### src/sgerr_params.svh
// sgerr_params.svh: offsets, bit positions and reset values
// of the secure global error block.
// assumes: included by the package and design files by bare name.
`ifndef SGERR_PARAMS_SVH
`define SGERR_PARAMS_SVH

// ----------------------------------------------------------------
// register offsets
// ----------------------------------------------------------------
`define SGERR_OFF_STATUS 16'h8060
`define SGERR_OFF_ACK 16'h8064
`define SGERR_OFF_MADDR_LO 16'h8068
`define SGERR_OFF_MADDR_HI 16'h806C

// ----------------------------------------------------------------
// flag bit positions and field layout
// ----------------------------------------------------------------
`define SGERR_NFLAG 10
`define SGERR_BIT_CMDQ 0
`define SGERR_BIT_EVQ_ABT 2
`define SGERR_BIT_SYNC_MSG 4
`define SGERR_BIT_EVT_MSG 5
`define SGERR_BIT_ERR_MSG 7
`define SGERR_BIT_SFM 8
`define SGERR_BIT_CMDQP 9
`define SGERR_DEFINED_MASK 10'h3B5
`define SGERR_FLAG_RESET 1'b0
`define SGERR_ADDR_W 50
`define SGERR_ADDR_LO_W 30
`define SGERR_ADDR_HI_W 20
`define SGERR_REASON_W 7
`define SGERR_PA_SIZE 48

`endif

### src/sgerr_pkg.sv
// sgerr_pkg: state types of the secure global error block.
// assumes: sgerr_params.svh is on the include path.
`include "sgerr_params.svh"

package sgerr_pkg;

    // ----------------------------------------------------------------
    // one toggle pair
    // ----------------------------------------------------------------
    typedef struct packed {
        logic st;
        logic ak;
    } sgerr_flag_t;

    typedef enum logic {SGERR_IDLE, SGERR_SEND} sgerr_nstate_t;

    typedef struct packed {
        sgerr_nstate_t state;
        logic pend;
        logic req;
        logic [63:0] addr;
        logic irq;
        logic abt;
    } sgerr_notify_t;

    typedef struct packed {
        logic sfm_mode;
        logic [`SGERR_REASON_W-1:0] reason;
        logic [`SGERR_ADDR_W-1:0] addr;
        logic [`SGERR_NFLAG-1:0] act;
        logic [31:0] rdata;
        logic ready;
    } sgerr_core_t;

endpackage

### src/sgerr_flag.sv
// sgerr_flag: one status/acknowledge toggle pair.
// assumes: event and write strobes are synchronous to core_clk_in.
`timescale 1ns/1ps
`include "sgerr_params.svh"

module sgerr_flag (
    input wire logic core_clk_in, // core clock
    input wire logic rst_in, // async reset, high
    input wire logic event_in, // error occurrence pulse
    input wire logic ack_we_in, // software write of ack bit
    input wire logic ack_wdata_in, // written ack value
    output logic status_out, // status bit
    output logic ack_out, // acknowledge bit
    output logic active_out, // error active
    output logic taken_out // occurrence recorded this cycle
);
    sgerr_pkg::sgerr_flag_t s, next_s;

    // toggle status only while inactive against the new ack value
    always_comb begin
        next_s = s;
        if (ack_we_in) begin
            next_s.ak = ack_wdata_in;
        end
        taken_out = event_in && (s.st == next_s.ak);
        if (taken_out) begin
            next_s.st = ~s.st;
        end
    end

    // state register
    always_ff @(posedge core_clk_in or posedge rst_in) begin
        if (rst_in) begin
            s <= '{st: `SGERR_FLAG_RESET, ak: `SGERR_FLAG_RESET};
        end else begin
            s <= next_s;
        end
    end

    assign status_out = s.st;
    assign ack_out = s.ak;
    assign active_out = s.st ^ s.ak;
endmodule // sgerr_flag

### src/sgerr_notify.sv
// sgerr_notify: wired pulse or message write on new errors.
// assumes: message port answers each request with done or abort.
`timescale 1ns/1ps

module sgerr_notify (
    input wire logic core_clk_in, // core clock
    input wire logic rst_in, // async reset, high
    input wire logic trigger_in, // an error became active
    input wire logic enable_in, // error interrupt enable
    input wire logic [63:0] addr_in, // effective message address
    input wire logic msg_done_in, // message write completed
    input wire logic msg_abort_in, // message write aborted
    output logic msg_req_out, // message write request
    output logic [63:0] msg_addr_out, // message target
    output logic wired_irq_out, // wired interrupt pulse
    output logic abort_event_out // own message aborted pulse
);
    sgerr_pkg::sgerr_notify_t s, next_s;

    // one message in flight, one more kept pending
    always_comb begin
        next_s = s;
        next_s.irq = 1'b0;
        next_s.abt = 1'b0;
        if (trigger_in && enable_in) begin
            if (addr_in == 64'h0) begin
                next_s.irq = 1'b1;
            end else begin
                next_s.pend = 1'b1;
            end
        end
        case (s.state)
            sgerr_pkg::SGERR_IDLE: begin
                if (s.pend) begin
                    next_s.pend = 1'b0;
                end
                if (s.pend && (addr_in != 64'h0)) begin
                    next_s.req = 1'b1;
                    next_s.addr = addr_in;
                    next_s.state = sgerr_pkg::SGERR_SEND;
                end
            end
            sgerr_pkg::SGERR_SEND: begin
                if (msg_done_in || msg_abort_in) begin
                    next_s.req = 1'b0;
                    next_s.abt = msg_abort_in;
                    next_s.state = sgerr_pkg::SGERR_IDLE;
                end
            end
            default: next_s.state = sgerr_pkg::SGERR_IDLE;
        endcase
    end

    // state register
    always_ff @(posedge core_clk_in or posedge rst_in) begin
        if (rst_in) begin
            s <= '0;
        end else begin
            s <= next_s;
        end
    end

    assign msg_req_out = s.req;
    assign msg_addr_out = s.addr;
    assign wired_irq_out = s.irq;
    assign abort_event_out = s.abt;
endmodule // sgerr_notify

### src/sgerr_core.sv
// sgerr_core: secure global error recording with its registers.
// assumes: all inputs are synchronous to core_clk_in; register
// accesses are single-cycle strobes answered one cycle later.
//
// Contract
// - error active while status differs from ack
// - hardware toggles status bit on new error
// - no toggle while error already active
// - service failure stops traffic, commands, events
// - ack clears flag, failure mode persists
// - bit 9 command page errors if present
// - bit 7 error message write aborted
// - bit 5 event, bit 4 sync message aborts
// - abort flags never alter later messages
// - bit 2 event queue access aborted
// - bit 0 command error, reason, stop
// - no commands while command error active
// - all defined flags reset to zero
// - reserved bits read zero in both registers
// - status 0x8060, ack 0x8064, address 0x8068
// - non-secure access reads zero, ignores writes
// - address register holds bits 51 to 2
// - effective address zero above size, low bits
// - zero address sends no message, wired instead
// - address writable only with both enables zero
// - absent secure interface reads zero everywhere
// - enable bit gates error interrupts
`timescale 1ns/1ps
`include "sgerr_params.svh"

module sgerr_core #(
    parameter bit SECURE_PRESENT = 1'b1, // secure_interface_present
    parameter bit MSG_PRESENT = 1'b1, // message interrupts supported
    parameter bit ECMDQ_PRESENT = 1'b1, // secure extended queue pages
    parameter int PA_SIZE = `SGERR_PA_SIZE // physical_address_size
) (
    input wire logic core_clk_in, // core clock, 25 MHz
    input wire logic rst_in, // async reset, high
    // register access
    input wire logic reg_sel_in, // access strobe
    input wire logic reg_wr_in, // 1 write, 0 read
    input wire logic reg_nonsecure_in, // access is non-secure
    input wire logic [15:0] reg_addr_in, // byte offset
    input wire logic [31:0] reg_wdata_in, // write data
    output logic [31:0] reg_rdata_out, // read data
    output logic reg_ready_out, // answer pulse
    // error sources
    input wire logic cmdq_error_in, // command cannot be processed
    input wire logic [`SGERR_REASON_W-1:0] cmdq_reason_in, // its reason
    input wire logic event_queue_abort_in, // event queue access aborted
    input wire logic sync_msg_abort_in, // sync message aborted
    input wire logic event_msg_abort_in, // event message aborted
    input wire logic command_page_error_in, // control page error
    input wire logic service_failure_in, // service failure entered
    input wire logic service_recover_in, // recovery from failure mode
    // interrupt control
    input wire logic secure_error_irq_enable_in, // enable bit
    input wire logic irq_enable_acknowledge_in, // its ack copy
    // message port
    input wire logic msg_done_in, // message write completed
    input wire logic msg_abort_in, // message write aborted
    output logic msg_req_out, // message write request
    output logic [63:0] msg_addr_out, // message target
    output logic wired_irq_out, // wired interrupt pulse
    // status to the rest of the unit
    output logic [`SGERR_NFLAG-1:0] error_active_out, // active errors
    output logic [`SGERR_REASON_W-1:0] command_consumer_reason_code_out, // reason
    output logic command_stop_out, // command processing halted
    output logic traffic_stop_out, // traffic halted
    output logic event_stop_out, // event recording halted
    output logic service_failure_mode_out // failure mode held
);
    // ----------------------------------------------------------------
    // implemented flags and address keep mask
    // ----------------------------------------------------------------
    localparam logic [`SGERR_NFLAG-1:0] FEAT = {ECMDQ_PRESENT, 1'b1,
        MSG_PRESENT, 1'b0, MSG_PRESENT, MSG_PRESENT, 1'b0, 1'b1, 1'b0, 1'b1};
    localparam logic [`SGERR_NFLAG-1:0] IMPL =
        FEAT & `SGERR_DEFINED_MASK & {`SGERR_NFLAG{SECURE_PRESENT}};
    localparam logic [63:0] PA_KEEP = (PA_SIZE >= 64) ? {64{1'b1}} :
        ((64'h1 << PA_SIZE) - 64'h1);
    localparam logic [`SGERR_ADDR_W-1:0] ADDR_KEEP =
        PA_KEEP[`SGERR_ADDR_W+1:2];

    sgerr_pkg::sgerr_core_t s, next_s;

    logic [`SGERR_NFLAG-1:0] raw_ev;
    logic [`SGERR_NFLAG-1:0] ev;
    logic [`SGERR_NFLAG-1:0] ack_we;
    logic [`SGERR_NFLAG-1:0] status;
    logic [`SGERR_NFLAG-1:0] ack;
    logic [`SGERR_NFLAG-1:0] active;
    logic [`SGERR_NFLAG-1:0] taken;
    logic err_msg_abort;
    logic sec_acc;
    logic addr_open;
    logic [63:0] eff_addr;

    // ----------------------------------------------------------------
    // error sources onto flag positions
    // ----------------------------------------------------------------
    always_comb begin
        raw_ev = '0;
        raw_ev[`SGERR_BIT_CMDQ] = cmdq_error_in;
        raw_ev[`SGERR_BIT_EVQ_ABT] = event_queue_abort_in;
        raw_ev[`SGERR_BIT_SYNC_MSG] = sync_msg_abort_in;
        raw_ev[`SGERR_BIT_EVT_MSG] = event_msg_abort_in;
        raw_ev[`SGERR_BIT_ERR_MSG] = err_msg_abort;
        raw_ev[`SGERR_BIT_SFM] = service_failure_in;
        raw_ev[`SGERR_BIT_CMDQP] = command_page_error_in;
    end

    assign ev = raw_ev & IMPL;

    // secure accesses only; absent interface acts as reserved
    assign sec_acc = reg_sel_in && !reg_nonsecure_in && SECURE_PRESENT;

    // ack writes reach implemented bits only
    assign ack_we = (sec_acc && reg_wr_in && (reg_addr_in == `SGERR_OFF_ACK)) ? IMPL : '0;

    // ----------------------------------------------------------------
    // toggle pairs, one per implemented flag
    // ----------------------------------------------------------------
    genvar gi;
    generate
        for (gi = 0; gi < `SGERR_NFLAG; gi++) begin : g_flag
            if (IMPL[gi]) begin : g_impl
                sgerr_flag u_flag (
                    .core_clk_in(core_clk_in),
                    .rst_in(rst_in),
                    .event_in(ev[gi]),
                    .ack_we_in(ack_we[gi]),
                    .ack_wdata_in(reg_wdata_in[gi]),
                    .status_out(status[gi]),
                    .ack_out(ack[gi]),
                    .active_out(active[gi]),
                    .taken_out(taken[gi])
                );
            end else begin : g_rsvd
                assign {status[gi], ack[gi], active[gi], taken[gi]} = 4'h0;
            end
        end
    endgenerate

    // ----------------------------------------------------------------
    // message address guard and effective address
    // ----------------------------------------------------------------
    assign addr_open = !secure_error_irq_enable_in && !irq_enable_acknowledge_in;
    assign eff_addr = {12'h000, s.addr, 2'b00} & PA_KEEP;

    // ----------------------------------------------------------------
    // failure mode, reason code and register file
    // ----------------------------------------------------------------
    always_comb begin
        next_s = s;
        next_s.ready = reg_sel_in;
        next_s.rdata = 32'h0;
        next_s.act = active;
        // recovery clears the mode, a new failure wins over it
        if (service_recover_in) begin
            next_s.sfm_mode = 1'b0;
        end
        if (ev[`SGERR_BIT_SFM]) begin
            next_s.sfm_mode = 1'b1;
        end
        // reason only when the command error is newly recorded
        if (taken[`SGERR_BIT_CMDQ]) begin
            next_s.reason = cmdq_reason_in;
        end
        // address decode
        if (sec_acc) begin
            if (reg_addr_in == `SGERR_OFF_STATUS) begin
                next_s.rdata = {22'h0, status};
            end else if (reg_addr_in == `SGERR_OFF_ACK) begin
                next_s.rdata = {22'h0, ack};
            end else if (MSG_PRESENT && (reg_addr_in == `SGERR_OFF_MADDR_LO)) begin
                next_s.rdata = {s.addr[`SGERR_ADDR_LO_W-1:0], 2'b00};
                if (reg_wr_in && addr_open) begin
                    next_s.addr[`SGERR_ADDR_LO_W-1:0] =
                        reg_wdata_in[31:2] & ADDR_KEEP[`SGERR_ADDR_LO_W-1:0];
                end
            end else if (MSG_PRESENT && (reg_addr_in == `SGERR_OFF_MADDR_HI)) begin
                next_s.rdata = {12'h000, s.addr[`SGERR_ADDR_W-1:`SGERR_ADDR_LO_W]};
                if (reg_wr_in && addr_open) begin
                    next_s.addr[`SGERR_ADDR_W-1:`SGERR_ADDR_LO_W] =
                        reg_wdata_in[`SGERR_ADDR_HI_W-1:0] &
                        ADDR_KEEP[`SGERR_ADDR_W-1:`SGERR_ADDR_LO_W];
                end
            end
        end
    end

    // ----------------------------------------------------------------
    // state register
    // ----------------------------------------------------------------
    always_ff @(posedge core_clk_in or posedge rst_in) begin
        if (rst_in) begin
            s <= '0;
        end else begin
            s <= next_s;
        end
    end

    // ----------------------------------------------------------------
    // interrupt and message sender
    // ----------------------------------------------------------------
    sgerr_notify u_notify (
        .core_clk_in(core_clk_in),
        .rst_in(rst_in),
        .trigger_in(|(active & ~s.act)),
        .enable_in(secure_error_irq_enable_in),
        .addr_in(MSG_PRESENT ? eff_addr : 64'h0),
        .msg_done_in(msg_done_in),
        .msg_abort_in(msg_abort_in),
        .msg_req_out(msg_req_out),
        .msg_addr_out(msg_addr_out),
        .wired_irq_out(wired_irq_out),
        .abort_event_out(err_msg_abort)
    );

    // outputs
    assign reg_rdata_out = s.rdata;
    assign reg_ready_out = s.ready;
    assign error_active_out = active;
    assign command_consumer_reason_code_out = s.reason;
    // commands halt on command error or failure mode
    assign command_stop_out = active[`SGERR_BIT_CMDQ] || s.sfm_mode;
    assign traffic_stop_out = s.sfm_mode;
    assign event_stop_out = s.sfm_mode;
    assign service_failure_mode_out = s.sfm_mode;
endmodule // sgerr_core

### config.mk
export PLATFORM = sky130hd
export DESIGN_NAME = sgerr_core
export DESIGN_NICKNAME = d
export VERILOG_FILES = /design/src/sgerr_pkg.sv /design/src/sgerr_flag.sv /design/src/sgerr_notify.sv /design/src/sgerr_core.sv
export VERILOG_INCLUDE_DIRS = /design/src /design/src/src
export SDC_FILE = /design/constraint.sdc
export NUM_CORES = 1
export LEC_CHECK = 0
export ABC_AREA = 1
export BUFFER_PORTS_ARGS = -buffer_cell sky130_fd_sc_hd__buf_2
export CELL_PAD_IN_SITES_DETAIL_PLACEMENT = 1
export CELL_PAD_IN_SITES_GLOBAL_PLACEMENT = 1
export CORE_MARGIN = 4
export CORE_UTILIZATION = 30
export CTS_CLUSTER_SIZE = 24
export DETAILED_ROUTE_END_ITERATION = 6
export PLACE_DENSITY_LB_ADDON = 0.12
export SYNTH_ARGS = -nofsm -noshare
export SYNTH_HDL_FRONTEND = slang
export SYNTH_SLANG_ARGS = --single-unit
### constraint.sdc
create_clock -name core_clk_in -period 4.9 [get_ports core_clk_in]
set_input_delay 0.49 -clock core_clk_in [delete_from_list [all_inputs] [get_ports core_clk_in]]
set_output_delay 0.49 -clock core_clk_in [all_outputs]
set_load 0.02 [all_outputs]
# Word-level counts from Yosys, hierarchy flattened
# Cells that the tools add are included.
[classes] eq_ne=13 n_mux=29 bitwise=20 n_reduce_logical=27
[op_table] cell="32-bit 2-to-1 mux" count=4
[op_table] cell="65-bit 2-to-1 mux" count=1
[op_table] cell="16-bit == test, second input constant" count=4
[op_table] cell="64-bit logical NOT" count=1
[op_table] cell="64-bit nonzero test" count=1
[op_table] cell="1-bit 2-to-1 mux" count=20
[op_table] cell="16-bit 2-to-1 mux" count=1
[op_table] cell="1-bit logical AND" count=14
[op_table] cell="1-bit inverter" count=11
[op_table] cell="10-bit AND" count=1
[op_table] cell="10-bit 2-to-1 mux" count=1
[op_table] cell="10-bit inverter" count=1
[op_table] cell="10-bit OR reduction" count=1
[op_table] cell="1-bit == test" count=7
[op_table] cell="1-bit bitwise XOR" count=7
[op_table] cell="6-bit AND reduction" count=1
[op_table] cell="5-bit AND reduction" count=1
[op_table] cell="1-bit case mux with 2 select lines" count=2
[op_table] cell="2-bit AND reduction" count=2
[op_table] cell="1-bit logical NOT" count=3
[op_table] cell="1-bit logical OR" count=2
[op_table] cell="2-bit by 1-bit inequality test with 1-bit output, second input constant" count=1
[op_table] cell="2-bit inequality test, second input constant" count=1
[op_table] cell="2-bit nonzero test" count=1
[word_totals] register_bits=159 in_bits=71 wordCells=116

# Depth between registers and ports, before layout
# Gate-level depths: netlist (run 1).
[logic_depth] ltp_word=8 depth_mapped=12

# By module
# A second synthesis (run 1) with hierarchy kept.
[unflattened] cells_unflattened=984 area_unflattened_um2=8475.6
[modules_own_cells] module="sgerr_core" instances=1 cells_each=460 area_per_inst_um2=4215.3 seq_area_each_um2=2352.3
[modules_own_cells] module="sgerr_notify" instances=1 cells_each=426 area_per_inst_um2=3437.0 seq_area_each_um2=1726.7
[modules_own_cells] module="sgerr_flag" instances=7 cells_each=14 area_per_inst_um2=117.6 seq_area_each_um2=50.0

# Worst setup path after synthesis (run 1)
# Ideal clock, no wire load.
[synth_path] kind="input to register" start="input reg_addr_in[11]" end="register s (netlist bit eff_addr[34])" setup_time_ps=119 arrival_time_ps=1600 t_required_ps=4781 setup_slack_ps=3181 cell_stages=11 n_path_buf=1 cell_sequence="nor2_1 nand2_2 nor2_8 nand2_2 nor2_4 inv_2 nor2_4 nand2_4 buf_6 nand2_2 o21ai_2"
[synth_via] elab_chain_cells=3
[synth_lines] element="start, declared" line="sgerr_core.sv:43" source="input wire logic [15:0] reg_addr_in,"
[synth_lines] element="16-bit == test (no source line)"
[synth_lines] element="1-bit inverter (no source line)"
[synth_lines] element="6-bit AND reduction (no source line) (*)"
[synth_lines] element="end signal, assigned" line="sgerr_core.sv:200" source="s <= next_s;"
[synth_lines] element="end, declared" line="sgerr_core.sv:85" source="sgerr_pkg::sgerr_core_t s, next_s;"
# Mark *: on every way between the ends. The rest lies on a longest branch, timed or not.
# A chain may end at the register's enable or synchronous reset.

# Worst setup path in the final report (run 1)
[layout_path] start="register s (netlist bit eff_addr[2])" end="register u_notify.s (netlist bit u_notify.msg_addr_out[28])"
[layout_via] elab_chain_cells=3
[layout_lines] element="64-bit nonzero test" line="sgerr_notify.sv:37" source="if (s.pend && (addr_in != 64'h0)) begin"
[layout_lines] element="1-bit logical AND" line="sgerr_notify.sv:37"
[layout_lines] element="2-bit AND reduction (no source line)"
[layout_lines] element="end signal, assigned" line="sgerr_notify.sv:59" source="s <= next_s;"
[layout_lines] element="end, declared" line="sgerr_notify.sv:18" source="sgerr_pkg::sgerr_notify_t s, next_s;"
# Every way passes these cells.

==> results of run 1 <==
worst min path at each step:
stage                                          endpoint                                start  cells past startpoint
floorplan            g_flag[7].g_impl.u_flag.status_out             u_notify.abort_event_out                      1
global placement              u_notify.msg_addr_out[35]            u_notify.msg_addr_out[35]                      2
detailed placement  command_consumer_reason_code_out[4]  command_consumer_reason_code_out[4]                      2
CTS                                       reg_ready_out                           reg_sel_in                      1
global route                              reg_ready_out                           reg_sel_in                      1
finish                                    reg_ready_out                           reg_sel_in                      1
metrics by stage:
step	instances	instance area [um2]	power (mW)	setup slack, ns
2_1_floorplan	851	7637	1.451	0.1184
3_3_place_gp	1209	7901	1.490	2.083
3_5_place_dp	1209	7901	1.490	2.085
4_1_cts	1241	8498	2.874	2.231
5_1_grt	1241	8498	2.949	1.929
6_report	1241	8498	2.827	2.296
where the power goes:
group	leakage [nW]	total [mW]	internal [mW]	switching, mW
Sequential	2.14	1.33	1.32	0.00453
Combinational	2.17	0.133	0.0365	0.0968
Clock	0.292	1.37	0.772	0.597
layout make-up:
class / count / area, um2 / share of cell area
clock inverters: 14 / 167.7 / 0.01973
repair buffers: 174 / 883.3 / 0.1039
multi-input cells: 476 / 2344 / 0.2758
well taps: 324 / 405.4 / 0.04770
inverters: 76 / 290.3 / 0.03416
flip-flops and latches: 159 / 3979 / 0.4682
clock buffers: 18 / 429.2 / 0.05050
flip-flops by register name (all words and copies together), names as in the netlist:
| register | flops |
|---|---|
| g_flag.g_impl.u_flag.ack_out | 7 |
| command_consumer_reason_code_out | 7 |
| g_flag.g_impl.u_flag.status_out | 7 |
| u_notify.msg_addr_out | 46 |
| u_notify.msg_req_out | 1 |
| u_notify.s | 2 |
| u_notify.wired_irq_out | 1 |
| reg_ready_out | 1 |
| u_notify.abort_event_out | 1 |
| event_stop_out | 1 |
| eff_addr | 46 |
| reg_rdata_out | 32 |
| s | 7 |
per-layer routing:
metal | vias up | track usage | routed length, um
met3 | 12 | 0.03129 | 781
met5 | - | 0 | 0
li1 | 2651 | - | -
met1 | 2472 | 0.1974 | 9430
met4 | 0 | 0.03166 | 150
met2 | 108 | 0.2325 | 9271
cell usage after synthesis:
| cell | number |
|---|---|
| buf_6 | 7 |
| nand3b_1 | 4 |
| o21ai_2 | 28 |
| nand2_1 | 183 |
| or2_2 | 6 |
| nor4_1 | 5 |
| nor3_1 | 2 |
| conb_1 | 1 |
| nor2_8 | 2 |
| and2_1 | 4 |
| nand4_1 | 17 |
| buf_4 | 117 |
| o21ai_1 | 4 |
| o21ai_0 | 44 |
| a21oi_1 | 18 |
| nor3_2 | 1 |
| buf_2 | 10 |
| inv_2 | 4 |
| nand3_4 | 1 |
| nand2_2 | 10 |
| nand3_1 | 49 |
| nand4_4 | 1 |
| o21a_1 | 2 |
| o21bai_1 | 1 |
| dfrtp_1 | 159 |
| nand3_2 | 2 |
| clkbuf_1 | 5 |
| nor2_4 | 2 |
| nand2_4 | 3 |
| buf_1 | 1 |
| inv_1 | 72 |
| o211ai_1 | 1 |
| nor2_1 | 61 |
| xor2_1 | 2 |
| nor2_2 | 2 |
cells by family (layout without fill, tap and decap cells):
kind of cell | Yosys count | in the layout | synth area share
AOI/OAI and AO/OA | 98 | 98 | 0.08008
and+or+nand+nor | 355 | 355 | 0.2171
buffers and inverters | 216 | 282 | 0.1739
DFF | 159 | 159 | 0.5261
xor gates and xnor gates | 2 | 2 | 0.002317
other | 1 | 21 | 0.0004959
==> run_results.csv, run 1 <==
group,metric,value,unit
outcome,status,"finished clean",
worst_setup_path,cp.depth,9,
final_layout,antenna_cells,0,
worst_setup_path,reg2reg_depth,9,
final_layout,final_cell_mix,"nand2_1, buf_2, dfrtp_1, inv_1, nor2_1",
sta,hold_viol,0,
synthesis,ys_top_cells_by_area,"dfrtp_1, buf_4, nand2_1",
cts,cts_setup_buffers,0,
placed_design,port-buffer-count,169,
sta,grt_setup_unrepaired,"no",
synthesis,yosysWarnings,0,
die,io_pins,191,
cts,ctsResizeCount,0,
worst_setup_path,cp.required,5.20,ns
final_layout,fillers,2933,
worst_setup_path,worst-r2r-setup-slack,2.30,ns
worst_setup_path,cp_slowest_stage_delay,0.69,ns
cts,clockBufferDepth,2,
route,via_per_inst,4.225,
die,die_x,166.8,um
worst_setup_path,r2r-start,"eff_addr[2]",
cts,cts_hold_buf,0,
final_layout,nets,975,
global_route,grtUsageTotal,0.1431,
route,drt_iter0_drc,287,
global_route,grt_pass1_wl,31.39,mm
synthesis,avgSynthCellArea,9.100,um2
route,ant_nets,0,
worst_setup_path,critPathTopFamily,"simple AND/OR/NAND/NOR gates",
run,max_cap_violations,0,
die,die-area,27810,um2
sta,setup_viol,0,
worst_setup_path,critPathCaptureType,"flop",
global_route,antenna_found_initial,0,
final_layout,drive_gt1_frac,0.2923,
worst_setup_path,cp_data_arrival_time,2.90,ns
synthesis,synth_area_leader_cell,"dfrtp_1",
final_layout,post-route-util,0.3464,
cts,cts_root_buf,"clkbuf_16",
die,die_h,166.8,um
worst_setup_path,crit_end,"u_notify.msg_addr_out[28]",
sta,slew-limit-headroom,0.4030,
sta,worst_pin_slew,0.8955,ns
sta,clock_skew,0.01277,ns
die,core,24530,um2
sta,whs,0.1861,ns
route,drc_errors,0,
global_route,first_global_vias,5538,
worst_setup_path,path_cells,"inv_1 -> nand4_1 -> nor2_1 -> nand2_1 -> nor2_1 -> nand2_2 -> nand2_2 -> buf_4 -> o21ai_0",
synthesis,ys_seq_area_frac,0.5261,
synthesis,synth_top_cell_area_share,0.5261,
global_route,grt_overflow_total,0,
route,wire_per_inst,15.82,um
placed_design,dpl.hpwl,14.38,mm
synthesis,ys_types,35,
sta,tns,0,ns
worst_setup_path,slowest_stage,"nand2_2",
worst_setup_path,crit_buf_inv,2,
sta,finalCritPeriodShare,0.5313,
die,placementRows,57,
route,wirelength,19.63,mm
die,start_util,0.3082,
power,ir_worst_vdd,212.1,uV
cts,cts_tree,"yes",
worst_setup_path,cp_max_fo,48,
sta,period_minus_slack,2.604,ns
worst_setup_path,cp-start-kind,"flop",
sta,drv_slew,0,
cts,cts.htree.levels,4,
cts,cts.sinks,159,
placed_design,gp_congestion,0.7274,
cts,clock_latency,0.43,ns
worst_setup_path,rr_endpoint,"u_notify.msg_addr_out[28]",
sta,max_freq,384.1,MHz
power,p_per_area,332.7,nW/um2
worst_setup_path,path_class,"reg2reg",
final_layout,syn2layout_area_growth,12.38,%
final_layout,final_common_cell,"nand2_1",
synthesis,synth-seq-cells,159,
synthesis,synth.cell_area,7562,um2
power,leakage,4.599,nW
cts,clk_pin_slew,0.07,ns
global_route,grt_max_degree,94,
worst_setup_path,startpoint,"eff_addr[2]",
worst_hold_path,hold_class,"in2reg",
route,first_pass_iters,4,
synthesis,syn_inst,831,
cts,cts_buffers,17,
route,vias,5243,
(Power assumes the default switching activity.)
==> run 2, diff against run 1 <==
Clock period 4.9 ns to 2.47 ns, I/O delays scaled along.
==> run 2 against run 1 <==
  * Flip-flop and latch count did not move
  * Clock power rose by 100%
  * Setup slack got worse by 1.9 ns
  * Worst hold slack got worse by 0.15 ns
  * First-iteration DRC count rose by 12%
  * Critical path type is now in2reg
  * Critical endpoint is now eff_addr[43]
  * Largest cell class unchanged
  * Largest power group unchanged
==> run_results.csv, run 2 (synthesis results as in run 1) <==
group,metric,value,unit
outcome,status,"finished clean",
global_route,antenna_found_initial,0,
worst_setup_path,critPathCaptureType,"flop",
final_layout,post-route-util,0.3551,
worst_setup_path,path_cells,"dlygate4sd3_1 -> buf_2 -> nand2_1 -> inv_1 -> nand2_1 -> nor2_2 -> nand2_4 -> nand2_1 -> o21ai_2",
power,leakage,4.707,nW
sta,period_minus_slack,2.047,ns
die,die-area,27810,um2
route,drc_errors,0,
sta,worst_pin_slew,0.6041,ns
cts,clk_pin_slew,0.07,ns
global_route,first_global_vias,5674,
global_route,grt_pass1_wl,31.97,mm
global_route,grt_max_degree,93,
route,wire_per_inst,15.82,um
sta,drv_slew,0,
cts,cts_tree,"yes",
cts,cts_setup_buffers,0,
route,first_pass_iters,6,
worst_setup_path,reg2reg_depth,7,
route,vias,5411,
sta,hold_viol,0,
worst_setup_path,critPathTopFamily,"simple AND/OR/NAND/NOR gates",
final_layout,antenna_cells,0,
cts,clock_latency,0.43,ns
die,core,24530,um2
die,start_util,0.3082,
final_layout,fillers,2952,
worst_setup_path,rr_endpoint,"u_notify.msg_addr_out[26]",
sta,grt_setup_unrepaired,"no",
global_route,grt_overflow_total,0,
cts,cts_root_buf,"clkbuf_16",
cts,clockBufferDepth,2,
worst_setup_path,cp.required,2.77,ns
route,via_per_inst,4.294,
final_layout,final_common_cell,"nand2_1",
global_route,grtUsageTotal,0.1446,
sta,tns,0,ns
final_layout,register_area,3979,um2
sta,slew-limit-headroom,0.5972,
placed_design,dpl.hpwl,14.74,mm
sta,clock_skew,0.01002,ns
worst_hold_path,hold_path_end,"u_notify.abort_event_out",
sta,finalCritPeriodShare,0.8288,
worst_setup_path,cp_slowest_stage_delay,0.53,ns
placed_design,gp_congestion,0.7281,
sta,max_freq,488.5,MHz
placed_design,port-buffer-count,169,
worst_hold_path,hold_class,"in2reg",
worst_hold_path,min_path_cells,3,
final_layout,syn2layout_area_growth,15.21,%
power,ir_worst_vdd,354.5,uV
worst_setup_path,cp_max_fo,30,
power,p_per_area,653.3,nW/um2
die,io_pins,191,
route,drt_iter0_drc,321,
route,wirelength,19.93,mm
route,ant_nets,0,
cts,cts.htree.levels,4,
worst_setup_path,slowest_stage,"dlygate4sd3_1",
die,die_h,166.8,um
worst_setup_path,path_class,"in2reg",
sta,whs,0.03190,ns
worst_setup_path,r2r-start,"eff_addr[42]",
final_layout,nets,994,
worst_setup_path,cp_data_arrival_time,2.35,ns
final_layout,drive_gt1_frac,0.3013,
worst_setup_path,crit_buf_inv,3,
sta,setup_viol,0,
worst_hold_path,hp-start,"msg_abort_in",
final_layout,final_cell_mix,"nand2_1, buf_2, dfrtp_1, inv_1, nor2_1",
worst_setup_path,worst-r2r-setup-slack,0.65,ns
worst_setup_path,critPathMostFrequentCell,"nand2_1",
worst_setup_path,cp-start-kind,"input port",
cts,cts_buffers,17,
die,placementRows,57,
final_layout,multi_input_area,2346,um2
cts,cts.sinks,159,
run,max_cap_violations,0,
die,die_x,166.8,um
-- run 2: cell types whose count changed in the layout (fill, tap and decap cells not counted), moves of 2 or more --
| cell | change |
|---|---|
| buf_4 | +10 |
| buf_12 | +2 |
| inv_6 | -4 |
| clkinv_4 | +3 |
| dlygate4sd3_1 | +7 |
| clkbuf_8 | +2 |
-- run 2: final cells by class --
class / count / area share
Multi-Input combinational cell: 476 / 0.2693
Timing Repair Buffer: 193 / 0.1226
Clock buffer: 19 / 0.05199
Sequential cell: 159 / 0.4567
Clock inverter: 13 / 0.01968
Tap cell: 324 / 0.04653
Inverter: 76 / 0.03318
-- run 2: where the power goes --
part / switching (mW) / total (mW) / internal (mW)
Sequential: 0.00992 / 2.63 / 2.62
Clock: 1.19 / 2.78 / 1.59
Combinational: 0.194 / 0.279 / 0.0853
Total: 1.40 / 5.69 / 4.30
-- run 2: worst max-delay path by stage --
stage / start / end / depth (start not counted)
3_3_place_gp: reg_addr_in[5] / eff_addr[44] / 9
5_1_grt: reg_sel_in / eff_addr[46] / 9
2_1_floorplan: rst_in / command_consumer_reason_code_out[0] / 1
3_5_place_dp: reg_addr_in[15] / eff_addr[43] / 11
4_1_cts: reg_sel_in / eff_addr[43] / 9
6_report: reg_sel_in / eff_addr[43] / 9
-- run 2: per-stage QoR --
stage / cells / instance area [um2] / worst slack [ns] / power (mW)
5_1_grt: 1260 / 8712 / 0.2695 / 5.944
6_report: 1260 / 8712 / 0.4228 / 5.692
4_1_cts: 1260 / 8710 / 0.08104 / 5.801
3_3_place_gp: 1221 / 8015 / 0.1705 / 2.961
2_1_floorplan: 851 / 7641 / 0.2081 / 2.879
3_5_place_dp: 1221 / 8015 / 0.03596 / 2.962
-- run 2: worst min-delay path: cells and delay by family --
kind / cells / cell delay (ns)
buffers and inverters: 2 / 0.13
AND/OR/NAND/NOR: 1 / 0.05
-- run 2: repair_timing --
item                                    4_1_cts  5_1_grt
hold buffers                                  7        0
hold endpoints to repair                     73        0
endpoints found under the setup margin        0       14
gates resized for setup                       0        1
-- run 2: per-layer routing --
| metal | part of all wire | vias to the layer above | global-route usage | wire [um] |
|---|---|---|---|---|
| met5 | 0 | - | 0 | 0 |
| met4 | 0.0081 | 0 | 0.03522 | 161 |
| met3 | 0.036 | 11 | 0.02821 | 720 |
| met2 | 0.48 | 122 | 0.2350 | 9551 |
| met1 | 0.48 | 2587 | 0.2002 | 9497 |
| li1 | - | 2691 | - | - |
